===== src/logic/icsq_pkg.sv =====
`default_nettype none
package icsq_pkg;

    localparam int CLK_PERIOD_PS     = 8000;
    localparam int CAL_RUN_TIME_PS   = 1000000;
    localparam int CAL_APPLY_TIME_PS = 30000;
    localparam int CAL_APPLY_NCK     = 8;
    localparam int CAL_DFLT_TIME_PS  = 50000;
    localparam int CAL_DFLT_NCK      = 3;

    // least times round up to whole clocks
    localparam int CAL_RUN_CYC =
        (CAL_RUN_TIME_PS + CLK_PERIOD_PS - 1) / CLK_PERIOD_PS;
    localparam int CAL_APPLY_NS_CYC =
        (CAL_APPLY_TIME_PS + CLK_PERIOD_PS - 1) / CLK_PERIOD_PS;
    localparam int CAL_APPLY_CYC = (CAL_APPLY_NS_CYC > CAL_APPLY_NCK) ?
        CAL_APPLY_NS_CYC : CAL_APPLY_NCK;
    localparam int CAL_DFLT_NS_CYC =
        (CAL_DFLT_TIME_PS + CLK_PERIOD_PS - 1) / CLK_PERIOD_PS;
    localparam int CAL_DFLT_CYC = (CAL_DFLT_NS_CYC > CAL_DFLT_NCK) ?
        CAL_DFLT_NS_CYC : CAL_DFLT_NCK;

    localparam int CODE_W = 8;
    localparam logic [7:0] DEFAULT_CODE = 8'h80;

    // cal_reset_mode_reg address on the mode register write path
    localparam logic [5:0] CAL_RESET_MODE_REG = 6'h0a;
    localparam int         CAL_RESET_BIT      = 0;

    // software register byte offsets
    localparam logic [7:0] REG_CTRL   = 8'h00;
    localparam logic [7:0] REG_STATUS = 8'h04;
    localparam logic [7:0] REG_RESULT = 8'h08;
    localparam logic [7:0] REG_CODE0  = 8'h0c;
    localparam logic [7:0] REG_CODE1  = 8'h10;
    localparam logic [7:0] REG_IGNORE = 8'h14;

    localparam int CTRL_ENABLE_BIT = 0;
    localparam logic [31:0] CTRL_RESET = 32'h0000_0001;

    typedef enum logic [1:0] {
        ICSQ_IDLE,
        ICSQ_APPLY_WAIT,
        ICSQ_DFLT_WAIT
    } icsq_chan_state_t;

endpackage : icsq_pkg
`default_nettype wire


===== src/logic/icsq_chan.sv =====
`timescale 1ns/100ps
`default_nettype none
module icsq_chan #(
    parameter int CODE_W = 8
) (
    input  wire logic              mclk,
    input  wire logic              rst_b,
    input  wire logic              apply,
    input  wire logic              dflt,
    input  wire logic [CODE_W-1:0] result,
    output logic      [CODE_W-1:0] code,
    output logic                   busy,
    output logic                   is_default
);

    typedef struct packed {
        icsq_pkg::icsq_chan_state_t st;
        logic [3:0]                 cnt;
        logic [CODE_W-1:0]          pend;
        logic [CODE_W-1:0]          code;
        logic                       is_default;
    } icsq_chan_t;

    localparam logic [3:0] APPLY_LAST = 4'(icsq_pkg::CAL_APPLY_CYC - 1);
    localparam logic [3:0] DFLT_LAST  = 4'(icsq_pkg::CAL_DFLT_CYC - 1);

    icsq_chan_t s;
    icsq_chan_t next_s;

    always_comb begin
        next_s = s;
        case (s.st)
            icsq_pkg::ICSQ_IDLE: begin
                if (dflt) begin
                    next_s.st  = icsq_pkg::ICSQ_DFLT_WAIT;
                    next_s.cnt = 4'h0;
                end else if (apply) begin
                    // result sampled now; drivers keep old code meanwhile
                    next_s.pend = result;
                    next_s.st   = icsq_pkg::ICSQ_APPLY_WAIT;
                    next_s.cnt  = 4'h0;
                end
            end
            icsq_pkg::ICSQ_APPLY_WAIT: begin
                next_s.cnt = s.cnt + 4'h1;
                if (s.cnt == APPLY_LAST) begin
                    next_s.code       = s.pend;
                    next_s.is_default = 1'b0;
                    next_s.st         = icsq_pkg::ICSQ_IDLE;
                end
            end
            icsq_pkg::ICSQ_DFLT_WAIT: begin
                next_s.cnt = s.cnt + 4'h1;
                if (s.cnt == DFLT_LAST) begin
                    next_s.code       = CODE_W'(icsq_pkg::DEFAULT_CODE);
                    next_s.is_default = 1'b1;
                    next_s.st         = icsq_pkg::ICSQ_IDLE;
                end
            end
            default: begin
                next_s.st = icsq_pkg::ICSQ_IDLE;
            end
        endcase
    end

    always_ff @(posedge mclk or negedge rst_b) begin
        if (!rst_b) begin
            s.st         <= icsq_pkg::ICSQ_IDLE;
            s.cnt        <= 4'h0;
            s.pend       <= CODE_W'(icsq_pkg::DEFAULT_CODE);
            s.code       <= CODE_W'(icsq_pkg::DEFAULT_CODE);
            s.is_default <= 1'b1;
        end else begin
            s <= next_s;
        end
    end

    assign code       = s.code;
    assign busy       = (s.st != icsq_pkg::ICSQ_IDLE);
    assign is_default = s.is_default;

endmodule : icsq_chan
`default_nettype wire


===== src/logic/icsq_top.sv =====
// Functional notes
// - calibration runs by a begin command and is applied by an apply.
// - drivers keep the old code until apply and its wait are done.
// - writing one to reset register bit zero restores default code.
// - a begin during a running calibration is ignored.
// - each channel has its own apply; both may come together.
// - apply loads the most recently finished calibration result.
// - default write resets only the issuing channel's code.
// - begin may come on either or both channels at any time outside power-down.
`timescale 1ns/100ps
`default_nettype none
module icsq_top #(
    parameter int CODE_W = 8
) (
    input  wire logic              mclk,
    input  wire logic              rst_b,
    input  wire logic [1:0]        multipurpose_command_begin,
    input  wire logic [1:0]        multipurpose_command_apply,
    input  wire logic [1:0]        mode_reg_write,
    input  wire logic [11:0]       mode_reg_addr,
    input  wire logic [15:0]       mode_reg_data,
    input  wire logic [1:0]        power_down,
    input  wire logic [CODE_W-1:0] cal_resistor_pin_code,
    input  wire logic [7:0]        reg_addr,
    input  wire logic [31:0]       reg_wdata,
    input  wire logic              reg_write,
    input  wire logic              reg_read,
    output logic      [31:0]       reg_rdata,
    output logic      [CODE_W-1:0] drive_code0,
    output logic      [CODE_W-1:0] drive_code1,
    output logic                   cal_in_progress
);

    typedef struct packed {
        logic [CODE_W-1:0] meas_s1;
        logic [CODE_W-1:0] meas_s2;
        logic [CODE_W-1:0] meas_s3;
        logic [CODE_W-1:0] meas_hold;
        logic              running;
        logic [7:0]        run_cnt;
        logic [CODE_W-1:0] result;
        logic              result_valid;
        logic              ctrl_enable;
        logic [15:0]       ignore_cnt;
        logic [31:0]       rdata;
        logic [CODE_W-1:0] out_code0;
        logic [CODE_W-1:0] out_code1;
        logic              out_running;
    } icsq_top_t;

    localparam logic [7:0] RUN_LAST = 8'(icsq_pkg::CAL_RUN_CYC - 1);

    icsq_top_t s;
    icsq_top_t next_s;

    logic [1:0]        apply_ok;
    logic [1:0]        dflt_req;
    logic [CODE_W-1:0] chan_code [2];
    logic [1:0]        chan_busy;
    logic [1:0]        chan_dflt;

    // begin and apply are gated by power-down; a begin in power-down
    // is illegal for the controller and is simply dropped here
    always_comb begin
        for (int i = 0; i < 2; i++) begin
            apply_ok[i] = multipurpose_command_apply[i]
                          && !power_down[i];
            dflt_req[i] = mode_reg_write[i]
                && (mode_reg_addr[i*6 +: 6] == icsq_pkg::CAL_RESET_MODE_REG)
                && mode_reg_data[i*8 + icsq_pkg::CAL_RESET_BIT];
        end
    end

    generate
        for (genvar g = 0; g < 2; g++) begin : g_chan
            icsq_chan #(
                .CODE_W     (CODE_W)
            ) u_chan (
                .mclk       (mclk),
                .rst_b      (rst_b),
                .apply      (apply_ok[g]),
                .dflt       (dflt_req[g]),
                .result     (s.result),
                .code       (chan_code[g]),
                .busy       (chan_busy[g]),
                .is_default (chan_dflt[g])
            );
        end
    endgenerate

    logic begin_any;
    logic begin_ok;

    always_comb begin
        next_s = s;
        // measurement code arrives from the analog comparator
        next_s.meas_s1 = cal_resistor_pin_code;
        next_s.meas_s2 = s.meas_s1;
        next_s.meas_s3 = s.meas_s2;
        // code bits may settle on different edges; trust only a value
        // seen equal on two edges in a row
        if (s.meas_s2 == s.meas_s3) begin
            next_s.meas_hold = s.meas_s3;
        end

        // either channel, or both at once, may start the shared engine
        begin_any = |(multipurpose_command_begin & ~power_down);
        begin_ok  = begin_any && s.ctrl_enable && !s.running;

        if (s.running) begin
            next_s.run_cnt = s.run_cnt + 8'h01;
            if (s.run_cnt == RUN_LAST) begin
                // only a finished run replaces the result the channels load
                next_s.running      = 1'b0;
                next_s.result       = s.meas_hold;
                next_s.result_valid = 1'b1;
            end
        end else if (begin_ok) begin
            next_s.running = 1'b1;
            next_s.run_cnt = 8'h00;
        end
        if (reg_write) begin
            if (reg_addr == icsq_pkg::REG_CTRL) begin
                next_s.ctrl_enable = reg_wdata[icsq_pkg::CTRL_ENABLE_BIT];
            end else if (reg_addr == icsq_pkg::REG_IGNORE) begin
                next_s.ignore_cnt = 16'h0000;
            end
        end

        // an ignored begin in the same cycle as a clear still counts
        if (begin_any && s.running && next_s.ignore_cnt != 16'hffff) begin
            next_s.ignore_cnt = next_s.ignore_cnt + 16'h0001;
        end

        next_s.rdata = 32'h0000_0000;
        if (reg_read) begin
            if (reg_addr == icsq_pkg::REG_CTRL) begin
                next_s.rdata = {31'h0, s.ctrl_enable};
            end else if (reg_addr == icsq_pkg::REG_STATUS) begin
                next_s.rdata = {26'h0, chan_dflt, chan_busy,
                                s.result_valid, s.running};
            end else if (reg_addr == icsq_pkg::REG_RESULT) begin
                next_s.rdata = 32'(s.result);
            end else if (reg_addr == icsq_pkg::REG_CODE0) begin
                next_s.rdata = 32'(chan_code[0]);
            end else if (reg_addr == icsq_pkg::REG_CODE1) begin
                next_s.rdata = 32'(chan_code[1]);
            end else if (reg_addr == icsq_pkg::REG_IGNORE) begin
                next_s.rdata = {16'h0, s.ignore_cnt};
            end else begin
                next_s.rdata = 32'h0000_0000;
            end
        end

        // ports come from flops; one cycle behind the channel codes
        next_s.out_code0   = chan_code[0];
        next_s.out_code1   = chan_code[1];
        next_s.out_running = next_s.running;
    end

    always_ff @(posedge mclk or negedge rst_b) begin
        if (!rst_b) begin
            s.meas_s1      <= '0;
            s.meas_s2      <= '0;
            s.meas_s3      <= '0;
            s.meas_hold    <= '0;
            s.running      <= 1'b0;
            s.run_cnt      <= 8'h00;
            s.result       <= CODE_W'(icsq_pkg::DEFAULT_CODE);
            s.result_valid <= 1'b0;
            s.ctrl_enable  <= icsq_pkg::CTRL_RESET[icsq_pkg::CTRL_ENABLE_BIT];
            s.ignore_cnt   <= 16'h0000;
            s.rdata        <= 32'h0000_0000;
            s.out_code0    <= CODE_W'(icsq_pkg::DEFAULT_CODE);
            s.out_code1    <= CODE_W'(icsq_pkg::DEFAULT_CODE);
            s.out_running  <= 1'b0;
        end else begin
            s <= next_s;
        end
    end

    assign reg_rdata       = s.rdata;
    assign drive_code0     = s.out_code0;
    assign drive_code1     = s.out_code1;
    assign cal_in_progress = s.out_running;

endmodule : icsq_top
`default_nettype wire


===== config.mk =====
export PLATFORM = sky130hd
export DESIGN_NAME = icsq_top
export DESIGN_NICKNAME = d
export VERILOG_FILES = /design/src/logic/icsq_pkg.sv /design/src/logic/icsq_chan.sv /design/src/logic/icsq_top.sv
export SDC_FILE = /design/constraint.sdc
export NUM_CORES = 1
export LEC_CHECK = 0
export ABC_CLOCK_PERIOD_IN_PS = 2400
export CAP_MARGIN = 25
export CELL_PAD_IN_SITES_DETAIL_PLACEMENT = 1
export CELL_PAD_IN_SITES_GLOBAL_PLACEMENT = 1
export CORE_AREA = 3 3 135 137
export CTS_CLUSTER_DIAMETER = 60
export CTS_CLUSTER_SIZE = 14
export DETAILED_ROUTE_END_ITERATION = 10
export DIE_AREA = 0 0 138 140
export DONT_BUFFER_PORTS = 1
export GPL_TIMING_DRIVEN = 1
export HOLD_SLACK_MARGIN = 0.05
export PLACE_DENSITY = 0.68
export SLEW_MARGIN = 30
export SYNTH_ARGS = -nofsm -noshare
export SYNTH_HDL_FRONTEND = slang
export SYNTH_HIERARCHICAL = 1
export SYNTH_SLANG_ARGS = --single-unit

===== constraint.sdc =====
create_clock -name mclk -period 2.4 [get_ports mclk]
set_input_delay 0.12 -clock mclk [delete_from_list [all_inputs] [get_ports mclk]]
set_output_delay 0.12 -clock mclk [all_outputs]
set_load 0.01 [all_outputs]

==> metrics.txt, run 1 <==
total track usage 15.56%; Post-synth EDFFs 0; Buffers on Ports 0; GRT overflow 0; Max-Cap Viols 0; startpoint type of the worst setup path primary input; final core occ 43.58%; most common cell in the netlist dfrtp_1; total CTS buffers 17; final slew viol count 0; Fin Hold WS -0.6158 ns; CP Class in2reg; hold_buf cts 18; Clk pin slew, worst setup/hold paths 0.06 ns; yosys warns 6; layout net count 660; flop2flop setup slack 0.39 ns; setup violators final 0; Horiz. Die Dim 138 um; P_leak 3.415 nW; post-DP HPWL 9880 um; async set or reset register ratio after synthesis 100.0%; layout cells sized above 1 17.28%; violated checks hold timing; Max IR drop VDD 0.0005101 V; Root Buffer clkbuf_16; P per Cell Area 935.8 nW/um^2; clk sink count 145; WP data arrival 2.41 ns; sequential share of the synthesized area 53.24%; R2R cell count 5; Area contributors post-synth dfrtp_1 (49%), buf_4 (7.1%), mux2_2 (6.8%); Post-synth top cells dfrtp_1 (135), buf_4 (65), mux2_2 (41); detailed-route via count 4194; initial core utilization 39.82%; initial antenna violation count 0; FMAX 0.4861 GHz; synthesized area 6839 sq um; CP max FO 7; ant diodes 0; final worst-path cycle share 85.72%; post-route ant nets 0; reg-to-reg critical path endpoint g_chan[0].u_chan/code[0]$_DFFE_PN0P_; Critical Path Sink Type flip-flop; synth unique cells 65; DRC 0; Sequential Area 3641 sq um; Syn Area/Cell 11.77 sq um; # rows 48; Least-Margin Pin Slew 0.6221 ns; clk buf depth 2; Rel. slew slack 58.21%; vias in the first global route 4548; worst min-delay path class in2async; Die Ht 140 um; Worst Skew 0.008544 ns; worst r2r src g_chan[0].u_chan/s[22]$_DFFE_PN0P_; status finished with violations; Synth Register Bits 145; unrepaired setup endpoints after global routing false; Iter 0 DRT Violations 187; Multi-input gate area 2625 sq um; final hold vios 145; htree depth 4; vias per inst 5.256; top-area cell type share of the netlist area 49.40%; Worst EP required 2.75 ns; TritonCTS clock tree built; core box area 17180 sq um; Post-Layout Cell Count 798; DR pass1 iterations 4; cell total after placement 748; Post-synth top flop dfrtp_1; first-pass GRT wire length 24110 um; WL per Instance 18.19 um; leading area contributor after synthesis dfrtp_1; largest net degree at the start of global routing 146; Clock Latency Late Sink 0.42 ns; GP Congestion 0.7412; Post-Syn Instances 581; post-route minimum period 2.057 ns; Setup TNS 0 ns; synthesis-to-finish area growth 9.458%; filler instances 1853; Routed WL 14520 um; area of the die 19320 sq um; I/O pin total 137
## metal layers
metal	track usage (%)	vias up	wire, um
met4	5.044	0	184
met5	0	-	0
met3	4.848	13	675
li1	-	1936	-
met2	26.44	80	7503
met1	18.96	2165	6154
## per-stage QoR
stage	worst slack [ns]	hold slack, ns	total power [mW]	instance area (sq um)
floorplan	0.6634	-0.1756	3.979	6895
global placement	0.4442	-0.1708	4.144	6683
detailed placement	0.4028	-0.1703	4.226	6683
CTS	0.3671	-0.6414	7.100	7486
global route	0.2718	-0.6437	7.416	7486
finish	0.3427	-0.6158	7.006	7486
## worst max path at each step
stage	startpoint	endpoint	slack [ns]	cells past startpoint
4_1_cts	reg_addr[3]	s[65]$_DFFE_PN1P_	0.37	5
3_3_place_gp	g_chan[1].u_chan/s[22]$_DFFE_PN0P_	g_chan[1].u_chan/code[4]$_DFFE_PN0P_	0.44	5
5_1_grt	reg_addr[3]	s[65]$_DFFE_PN1P_	0.27	5
2_1_floorplan	g_chan[0].u_chan/s[17]$_DFFE_PN0P_	g_chan[0].u_chan/code[0]$_DFFE_PN0P_	0.66	4
3_5_place_dp	g_chan[0].u_chan/s[17]$_DFFE_PN0P_	g_chan[0].u_chan/code[0]$_DFFE_PN0P_	0.40	4
6_report	reg_addr[3]	s[65]$_DFFE_PN1P_	0.34	5
## timing repair
| action | CTS | global route |
|---|---|---|
| gates resized for setup | 0 | 0 |
| buffers inserted | 0 | 0 |
| hold endpoints to repair | 162 | 145 |
## cell usage in the layout, fill, tap and decap left out, drive strengths merged, types with 7 or more instances in the layout
master	synthesis	final
dfrtp	135	135
mux2	50	50
nand2	28	28
o21ai	25	25
clkbuf	10	22
nor2	21	21
inv	20	20
nor2b	20	20
dlygate4sd3	0	18
mux2i	17	17
nand3	16	16
conb	1	16
a21oi	14	14
ha	12	12
xor2	10	10
dfstp	10	10
nand3b	8	8
and2	8	8
a211oi	8	8
buf	71	8
nor4	7	7
## sequential cells by signal, summed over array words and instances, names as in the netlist
| name | count |
|---|---|
| cal_in_progress | 1 |
| drive_code0 | 8 |
| drive_code1 | 8 |
| g_chan.u_chan/code | 16 |
| g_chan.u_chan/is_default | 2 |
| g_chan.u_chan/s | 28 |
| next_s | 16 |
| reg_rdata | 16 |
| s | 50 |
## kinds of logic after synthesis
group,share of synthesized area (%)
compound gates,10.01
xor+xnor,1.665
fa+ha+maj,2.195
buf+inv,9.202
flops,53.24
mux,10.72
other cells,0.05483
simple gates,12.92
## where the power goes
| part | total [mW] | switching [mW] | internal, mW |
|---|---|---|---|
| sequential | 3.01 | 0.288 | 2.72 |
| combinational | 1.20 | 0.663 | 0.537 |
| clock | 2.79 | 1.00 | 1.79 |
## critical path, cell delays in order
cell,delay [ns]
dlygate4sd3_1,0.67
nor4b_4,0.58
nand3_1,0.16
mux2_1,0.32
dlygate4sd3_1,0.55
## final cells by class
| type | instances | area share [%] |
|---|---|---|
| Sequential cell | 145 | 48.64 |
| Multi-Input combinational cell | 350 | 35.07 |
| Clock buffer | 22 | 6.201 |
| Tap cell | 225 | 3.761 |
| Timing Repair Buffer | 26 | 3.209 |
| Clock inverter | 10 | 2.123 |
| Inverter | 20 | 1.003 |
Power figures use the tool's default switching activity.
==> run 2, diff against run 1 <==
CORE_AREA = 3 3 132 134   (was 3 3 135 137)
DIE_AREA = 0 0 135 137   (was 0 0 138 140)
SYNTH_HIERARCHICAL = not set   (was 1)
==> metrics.txt, run 2 <==
status finished with violations (unchanged); violated checks hold timing (unchanged); P_leak 3.342 nW (was 3.415 nW); # rows 47 (was 48); post-route ant nets 0 (unchanged); postcts setup bufs 0 (unchanged); Buffers on Ports 0 (unchanged); I/O pin total 137 (unchanged); Least-Margin Pin Slew 0.5449 ns (was 0.6221 ns); Setup WS post-layout 0.4580 ns (was 0.3427 ns); Largest regs s: 50 flops, g_chan.u_chan.s: 28 flops (was s: 50 flops, g_chan.u_chan/s: 28 flops); yosys warns 0 (was 6); commonest non-fill, non-tap cells in the layout dfrtp_1 (135), nand2_1 (52), mux2_2 (40) (was dfrtp_1 (135), mux2_2 (41), nand2_1 (28)); Routed WL 14140 um (was 14520 um); async set or reset register ratio after synthesis 100.0% (unchanged); Max-Cap Viols 0 (unchanged); synth unique cells 63 (was 65); layout net count 668 (was 660); Pint 4.644 mW (was 5.049 mW); clk sink count 145 (unchanged); final slew viol count 0 (unchanged); Clock Latency Late Sink 0.41 ns (was 0.42 ns); GP Congestion 0.8005 (was 0.7412); Post-synth top flop dfrtp_1 (unchanged); TritonCTS clock tree built (unchanged); Root Buffer clkbuf_16 (unchanged); Area contributors post-synth dfrtp_1 (52%), mux2_2 (6.9%), buf_4 (5.6%) (was dfrtp_1 (49%), buf_4 (7.1%), mux2_2 (6.8%)); WP data arrival 2.24 ns (was 2.41 ns); setup violators final 0 (unchanged); WL per Instance 17.69 um (was 18.19 um); first-pass GRT wire length 23360 um (was 24110 um); post-DP HPWL 9899 um (was 9880 um); synthesis-to-finish area growth 11.70% (was 9.458%); Post-Layout Cell Count 799 (was 798); total track usage 16.12% (was 15.56%); final worst-path cycle share 80.92% (was 85.72%); Die Ht 137 um (was 140 um); ant diodes 0 (unchanged); area of the die 18500 sq um (was 19320 sq um); Synth Register Bits 145 (unchanged); synthesized area 6544 sq um (was 6839 sq um); initial antenna violation count 0 (unchanged); total CTS buffers 17 (unchanged); final hold vios 145 (unchanged); switching part of the total 26.00% (was 27.93%); initial core utilization 39.88% (was 39.82%); dpl ws 0.5526 ns (was 0.4028 ns); Tot Pwr 6.276 mW (was 7.006 mW); core box area 16410 sq um (was 17180 sq um); leading area contributor after synthesis dfrtp_1 (unchanged); top-area cell type share of the netlist area 51.63% (was 49.40%); P per Cell Area 858.6 nW/um^2 (was 935.8 nW/um^2); startpoint type of the worst setup path flip-flop (was primary input); NetSw 1.632 mW (was 1.956 mW); largest net degree at the start of global routing 146 (unchanged); post_cts resized 0 (unchanged); Post-synth EDFFs 0 (unchanged); clk buf depth 2 (unchanged); detailed-route via count 4195 (was 4194); combinational share of power 12.6% (was 17.1%); Horiz. Die Dim 135 um (was 138 um); Post-synth top cells dfrtp_1 (135), nand2_1 (52), buf_4 (49) (was dfrtp_1 (135), buf_4 (65), mux2_2 (41)); Post-Syn Instances 567 (was 581); Syn Area/Cell 11.54 sq um (was 11.77 sq um); vias in the first global route 4472 (was 4548); Rel. slew slack 63.36% (was 58.21%); unrepaired setup endpoints after global routing false (unchanged); DR pass1 iterations 4 (unchanged); most common cell in the netlist dfrtp_1 (unchanged); Clk pin slew, worst setup/hold paths 0.06 ns (about the same); Max IR drop VDD 0.0005312 V (was 0.0005101 V); DRC 0 (unchanged); Setup TNS 0 ns (unchanged); flop2flop setup slack 0.46 ns (was 0.39 ns); Critical Path Sink Type flip-flop (unchanged); sequential share of the synthesized area 55.64% (was 53.24%); Worst Skew 0.007269 ns (was 0.008544 ns); Clock Power Share 43.1% (was 39.9%); CP Class reg2reg (was in2reg); FMAX 0.5149 GHz (was 0.4861 GHz); Fin Hold WS -0.6021 ns (was -0.6158 ns); layout cells sized above 1 16.75% (was 17.28%); hold_buf cts 20 (was 18); Biggest register s (unchanged); htree depth 4 (unchanged); Flop pwr share 44.3% (was 43.0%); vias per inst 5.250 (was 5.256); GRT overflow 0 (unchanged); cell total after placement 747 (was 748); Iter 0 DRT Violations 235 (was 187); worst min-delay path class in2async (unchanged); Largest register FFs 50 (unchanged); post-route minimum period 1.942 ns (was 2.057 ns); Worst EP required 2.69 ns (was 2.75 ns); CP max FO 7 (unchanged); most common cell after layout, fill and taps aside dfrtp_1 (unchanged)
==> run 2: changes by cell type in the layout (fill, tap and decap cells not counted), sizes merged, moves of 5 or more <==
cell	delta
nand2	+24
mux2	-10
a211oi	-5
a21oi	+12
nor2b	-14
nand3b	-6
and3	+6
==> run 2: critical path, stage by stage, from the launching register on <==
cell,delay [ns]
dfrtp_1,0.45
buf_4,0.23
a211oi_1,0.10
o22a_1,0.19
dlygate4sd3_1,0.55
a211oi_1,0.30
==> run 2: final timing paths <==
path | cells past startpoint | from | to
worst min-delay path | 0 | rst_b | reg_rdata[11]$_DFF_PN0_
max in group asynchronous | 0 | rst_b | g_chan[0].u_chan.s[16]$_DFFE_PN1P_
worst max register to register | 5 | cal_in_progress$_DFF_PN0_ | reg_rdata[0]$_DFF_PN0_
worst max-delay path | 5 | cal_in_progress$_DFF_PN0_ | reg_rdata[0]$_DFF_PN0_
min in group mclk | 3 | reg_addr[4] | reg_rdata[2]$_DFF_PN0_
worst min register to register | 0 | next_s[105]$_DFF_PN0_ | next_s[97]$_DFF_PN0_
==> run 2: power by group through the flow <==
stage	sequential [mW]	clock, mW	combinational [mW]
2_1_floorplan	2.77	0	0.626
3_3_place_gp	2.80	0	0.711
3_5_place_dp	2.82	0	0.760
4_1_cts	2.78	2.79	0.800
5_1_grt	2.81	2.89	0.890
6_report	2.78	2.70	0.791
==> run 2: through the flow <==
stage          instance area (sq um)  utilization, %
6_report                        7310           44.55
5_1_grt                         7310           44.55
4_1_cts                         7310           44.55
3_5_place_dp                    6496           39.59
3_3_place_gp                    6496           39.59
2_1_floorplan                   6600               -
==> run 2: area by class of cell <==
| class | count | area (sq um) |
|---|---|---|
| Multi-Input combinational cell | 359 | 2479 |
| Sequential cell | 145 | 3641 |
| Inverter | 19 | 71.32 |
| Tap cell | 220 | 275.3 |
| Clock inverter | 12 | 156.4 |
| Clock buffer | 20 | 456.7 |
| Timing Repair Buffer | 24 | 230.2 |
| Fill cell | 1721 | 9097 |
==> run 2: kinds of logic after synthesis <==
kind of cell	synth area share (%)
buffers and inverters	7.342
AOI/OAI and AO/OA	10.65
other	0.05731
and+or+nand+nor	13.38
DFF	55.64
xor gates and xnor gates	1.071
muxes	9.178
adders and majority gates	2.677
==> run 2: layer usage <==
metal	track usage [%]	share of wire, %
met1	19.72	41
met2	28.18	53
met3	3.162	3.9
met4	6.271	2.1
met5	0	0
==> run 3, diff against run 2 <==
ABC_CLOCK_PERIOD_IN_PS = 2000   (was 2400)
clock period = 2 ns   (was 2.4 ns; I/O delays follow)
==> metrics.txt, run 3 (same netlist as run 2, synthesis figures left out) <==
Pint 5.942 mW (was 4.644 mW); Rel. slew slack 54.17% (was 63.36%); # rows 47 (unchanged); post-DP HPWL 9899 um (about the same); setup violators final 0 (unchanged); GRT overflow 0 (unchanged); crit-path max cell delay 0.60 ns (was 0.55 ns); Root Buffer clkbuf_16 (unchanged); dpl ws 0.1829 ns (was 0.5526 ns); commonest non-fill, non-tap cells in the layout dfrtp_1 (135), nand2_1 (52), mux2_2 (40) (unchanged); final hold vios 145 (unchanged); violated checks hold timing (unchanged); postcts setup bufs 0 (unchanged); Fin Hold WS -0.6217 ns (was -0.6021 ns); layout cells sized above 1 17.09% (was 16.75%); clk buf depth 2 (unchanged); met2 track demand over resource 29.68% (was 28.18%); GP Congestion 0.8164 (was 0.8005); DR pass1 iterations 4 (unchanged); CP dominant cell by count dlygate4sd3_1 (was a211oi_1); Setup TNS 0 ns (unchanged); reg-to-reg critical path endpoint g_chan[0].u_chan.s[20]$_DFFE_PN0P_ (was reg_rdata[0]$_DFF_PN0_); Clock Latency Late Sink 0.41 ns (about the same); Clk pin slew, worst setup/hold paths 0.06 ns (about the same); R2R cell count 5 (unchanged); startpoint type of the worst setup path primary input (was flip-flop); post-route minimum period 1.867 ns; P per Cell Area 1058 nW/um^2 (was 858.6 nW/um^2); Global Route met1 Usage 19.06% (was 19.72%); TritonCTS clock tree built (unchanged); Least-Margin Pin Slew 0.6816 ns (was 0.5449 ns); first-pass GRT wire length 23750 um (was 23360 um); layout net count 674 (was 668); status finished with violations (unchanged); vias in the first global route 4548 (was 4472); Routed WL 14210 um (was 14140 um); final worst-path cycle share 93.33%; unrepaired setup endpoints after global routing false (unchanged); synthesis-to-finish area growth 13.48% (was 11.70%); combinational share of power 12.1% (was 12.6%); CP Class in2reg (was reg2reg); Biggest register s (unchanged); met3 Usage GRT 3.934% (was 3.162%); CP Cell Sequence dlygate4sd3_1 > nor4_2 > nand2_1 > buf_4 > dlygate4sd3_1 > nor3_1 (was buf_4 > a211oi_1 > o22a_1 > dlygate4sd3_1 > a211oi_1); switching part of the total 24.37% (was 26.00%); Die Ht 137 um (unchanged); WL per Instance 17.66 um (was 17.69 um); P_leak 3.385 nW (was 3.342 nW); post-route ant nets 0 (unchanged); I/O pin total 137 (unchanged); area of the die 18500 sq um (unchanged); hold_buf cts 23 (was 20); vias per inst 5.280 (was 5.250); initial core utilization 39.88% (unchanged); Horiz. Die Dim 135 um (unchanged); Flop pwr share 42.4% (was 44.3%); Largest regs s: 50 flops, g_chan.u_chan.s: 28 flops (unchanged); Setup WS post-layout 0.1335 ns (was 0.4580 ns); most common cell after layout, fill and taps aside dfrtp_1 (unchanged); worst r2r src g_chan[0].u_chan.s[21]$_DFFE_PN0P_ (was cal_in_progress$_DFF_PN0_); final slew viol count 0 (unchanged); Most Crowded Layer GR met2 (unchanged); FMAX 0.5358 GHz; clk sink count 145 (unchanged); CP max FO 5 (was 7); Iter 0 DRT Violations 189 (was 235); total track usage 16.37% (was 16.12%); core box area 16410 sq um (unchanged); Worst Skew 0.009844 ns (was 0.007269 ns); initial antenna violation count 0 (unchanged); Buffers on Ports 0 (unchanged); Clock Power Share 45.5% (was 43.1%); Critical Path Sink Type flip-flop (unchanged); NetSw 1.914 mW (was 1.632 mW); ant diodes 0 (unchanged); DRC 0 (unchanged); Max IR drop VDD 0.0008804 V (was 0.0005312 V); total CTS buffers 17 (unchanged); largest net degree at the start of global routing 146 (unchanged); worst min-delay path class in2async (unchanged); Largest register FFs 50 (unchanged); CP max stage cell dlygate4sd3_1 (unchanged); Worst EP required 2.31 ns (was 2.69 ns); WP data arrival 2.18 ns (was 2.24 ns); detailed-route via count 4250 (was 4195); htree depth 4 (unchanged); flop2flop setup slack 0.16 ns (was 0.46 ns); Max-Cap Viols 0 (unchanged)
run 3: cell count changes in the layout (fill, tap and decap cells not counted), moves of 2 or more:
cell,change
buf_4,+3
bufinv_16,+3
dlygate4sd3_1,+3
inv_6,-3
clkbuf_1,+2
clkinv_4,-2
run 3: worst max-delay path by stage:
stage	depth (start not counted)	startpoint	to
2_1_floorplan	7	g_chan[0].u_chan.s[17]$_DFFE_PN0P_	g_chan[0].u_chan.code[7]$_DFFE_PN1P_
3_3_place_gp	6	g_chan[1].u_chan.s[21]$_DFFE_PN0P_	g_chan[1].u_chan.s[20]$_DFFE_PN0P_
3_5_place_dp	6	g_chan[1].u_chan.s[21]$_DFFE_PN0P_	g_chan[1].u_chan.code[0]$_DFFE_PN0P_
4_1_cts	6	reg_addr[3]	reg_rdata[15]$_DFF_PN0_
5_1_grt	6	g_chan[1].u_chan.s[21]$_DFFE_PN0P_	g_chan[1].u_chan.s[20]$_DFFE_PN0P_
6_report	6	reg_addr[3]	reg_rdata[15]$_DFF_PN0_
run 3: per-layer routing:
layer  share of wire [%]  vias to the layer above
li1                    -                     1979
met1                  41                     2187
met2                  54                       71
met3                 3.4                       13
met4                 1.5                        0
met5                   0                        -
run 3: area by class of cell:
class / instances / area (sq um)
repair buffers: 30 / 282.8
clock inverters: 10 / 205.2
well taps: 220 / 275.3
flip-flops and latches: 145 / 3641
clock buffers: 22 / 464.2
inverters: 19 / 71.32
multi-input cells: 359 / 2486
fillers: 1694 / 8981
run 3: stage by stage:
step	cell area [sq um]	utilization (%)	power [mW]	cells	hold slack, ns
5_1_grt	7426	45.26	8.260	805	-0.6492
3_3_place_gp	6519	39.73	4.220	750	-0.1925
4_1_cts	7418	45.21	7.961	805	-0.6408
6_report	7426	45.26	7.857	805	-0.6217
2_1_floorplan	6600	-	4.073	582	-0.1956
3_5_place_dp	6519	39.73	4.298	750	-0.1918
run 3: what timing repair did:
action                                  CTS  global route
endpoints found under the setup margin    0             9
resized for setup                         0             2
endpoints found under the hold margin   167           145
run 3: critical path: cells and delay by family:
family | cells | cell delay (ns)
buffers and inverters | 3 | 1.35
and+or+nand+nor | 3 | 0.72
run 3: power groups by stage:
stage | clock network (mW) | registers, mW | logic, mW
floorplan | 0 | 3.32 | 0.751
global placement | 0 | 3.36 | 0.856
detailed placement | 0 | 3.38 | 0.915
CTS | 3.67 | 3.33 | 0.958
global route | 3.82 | 3.36 | 1.08
finish | 3.58 | 3.33 | 0.948
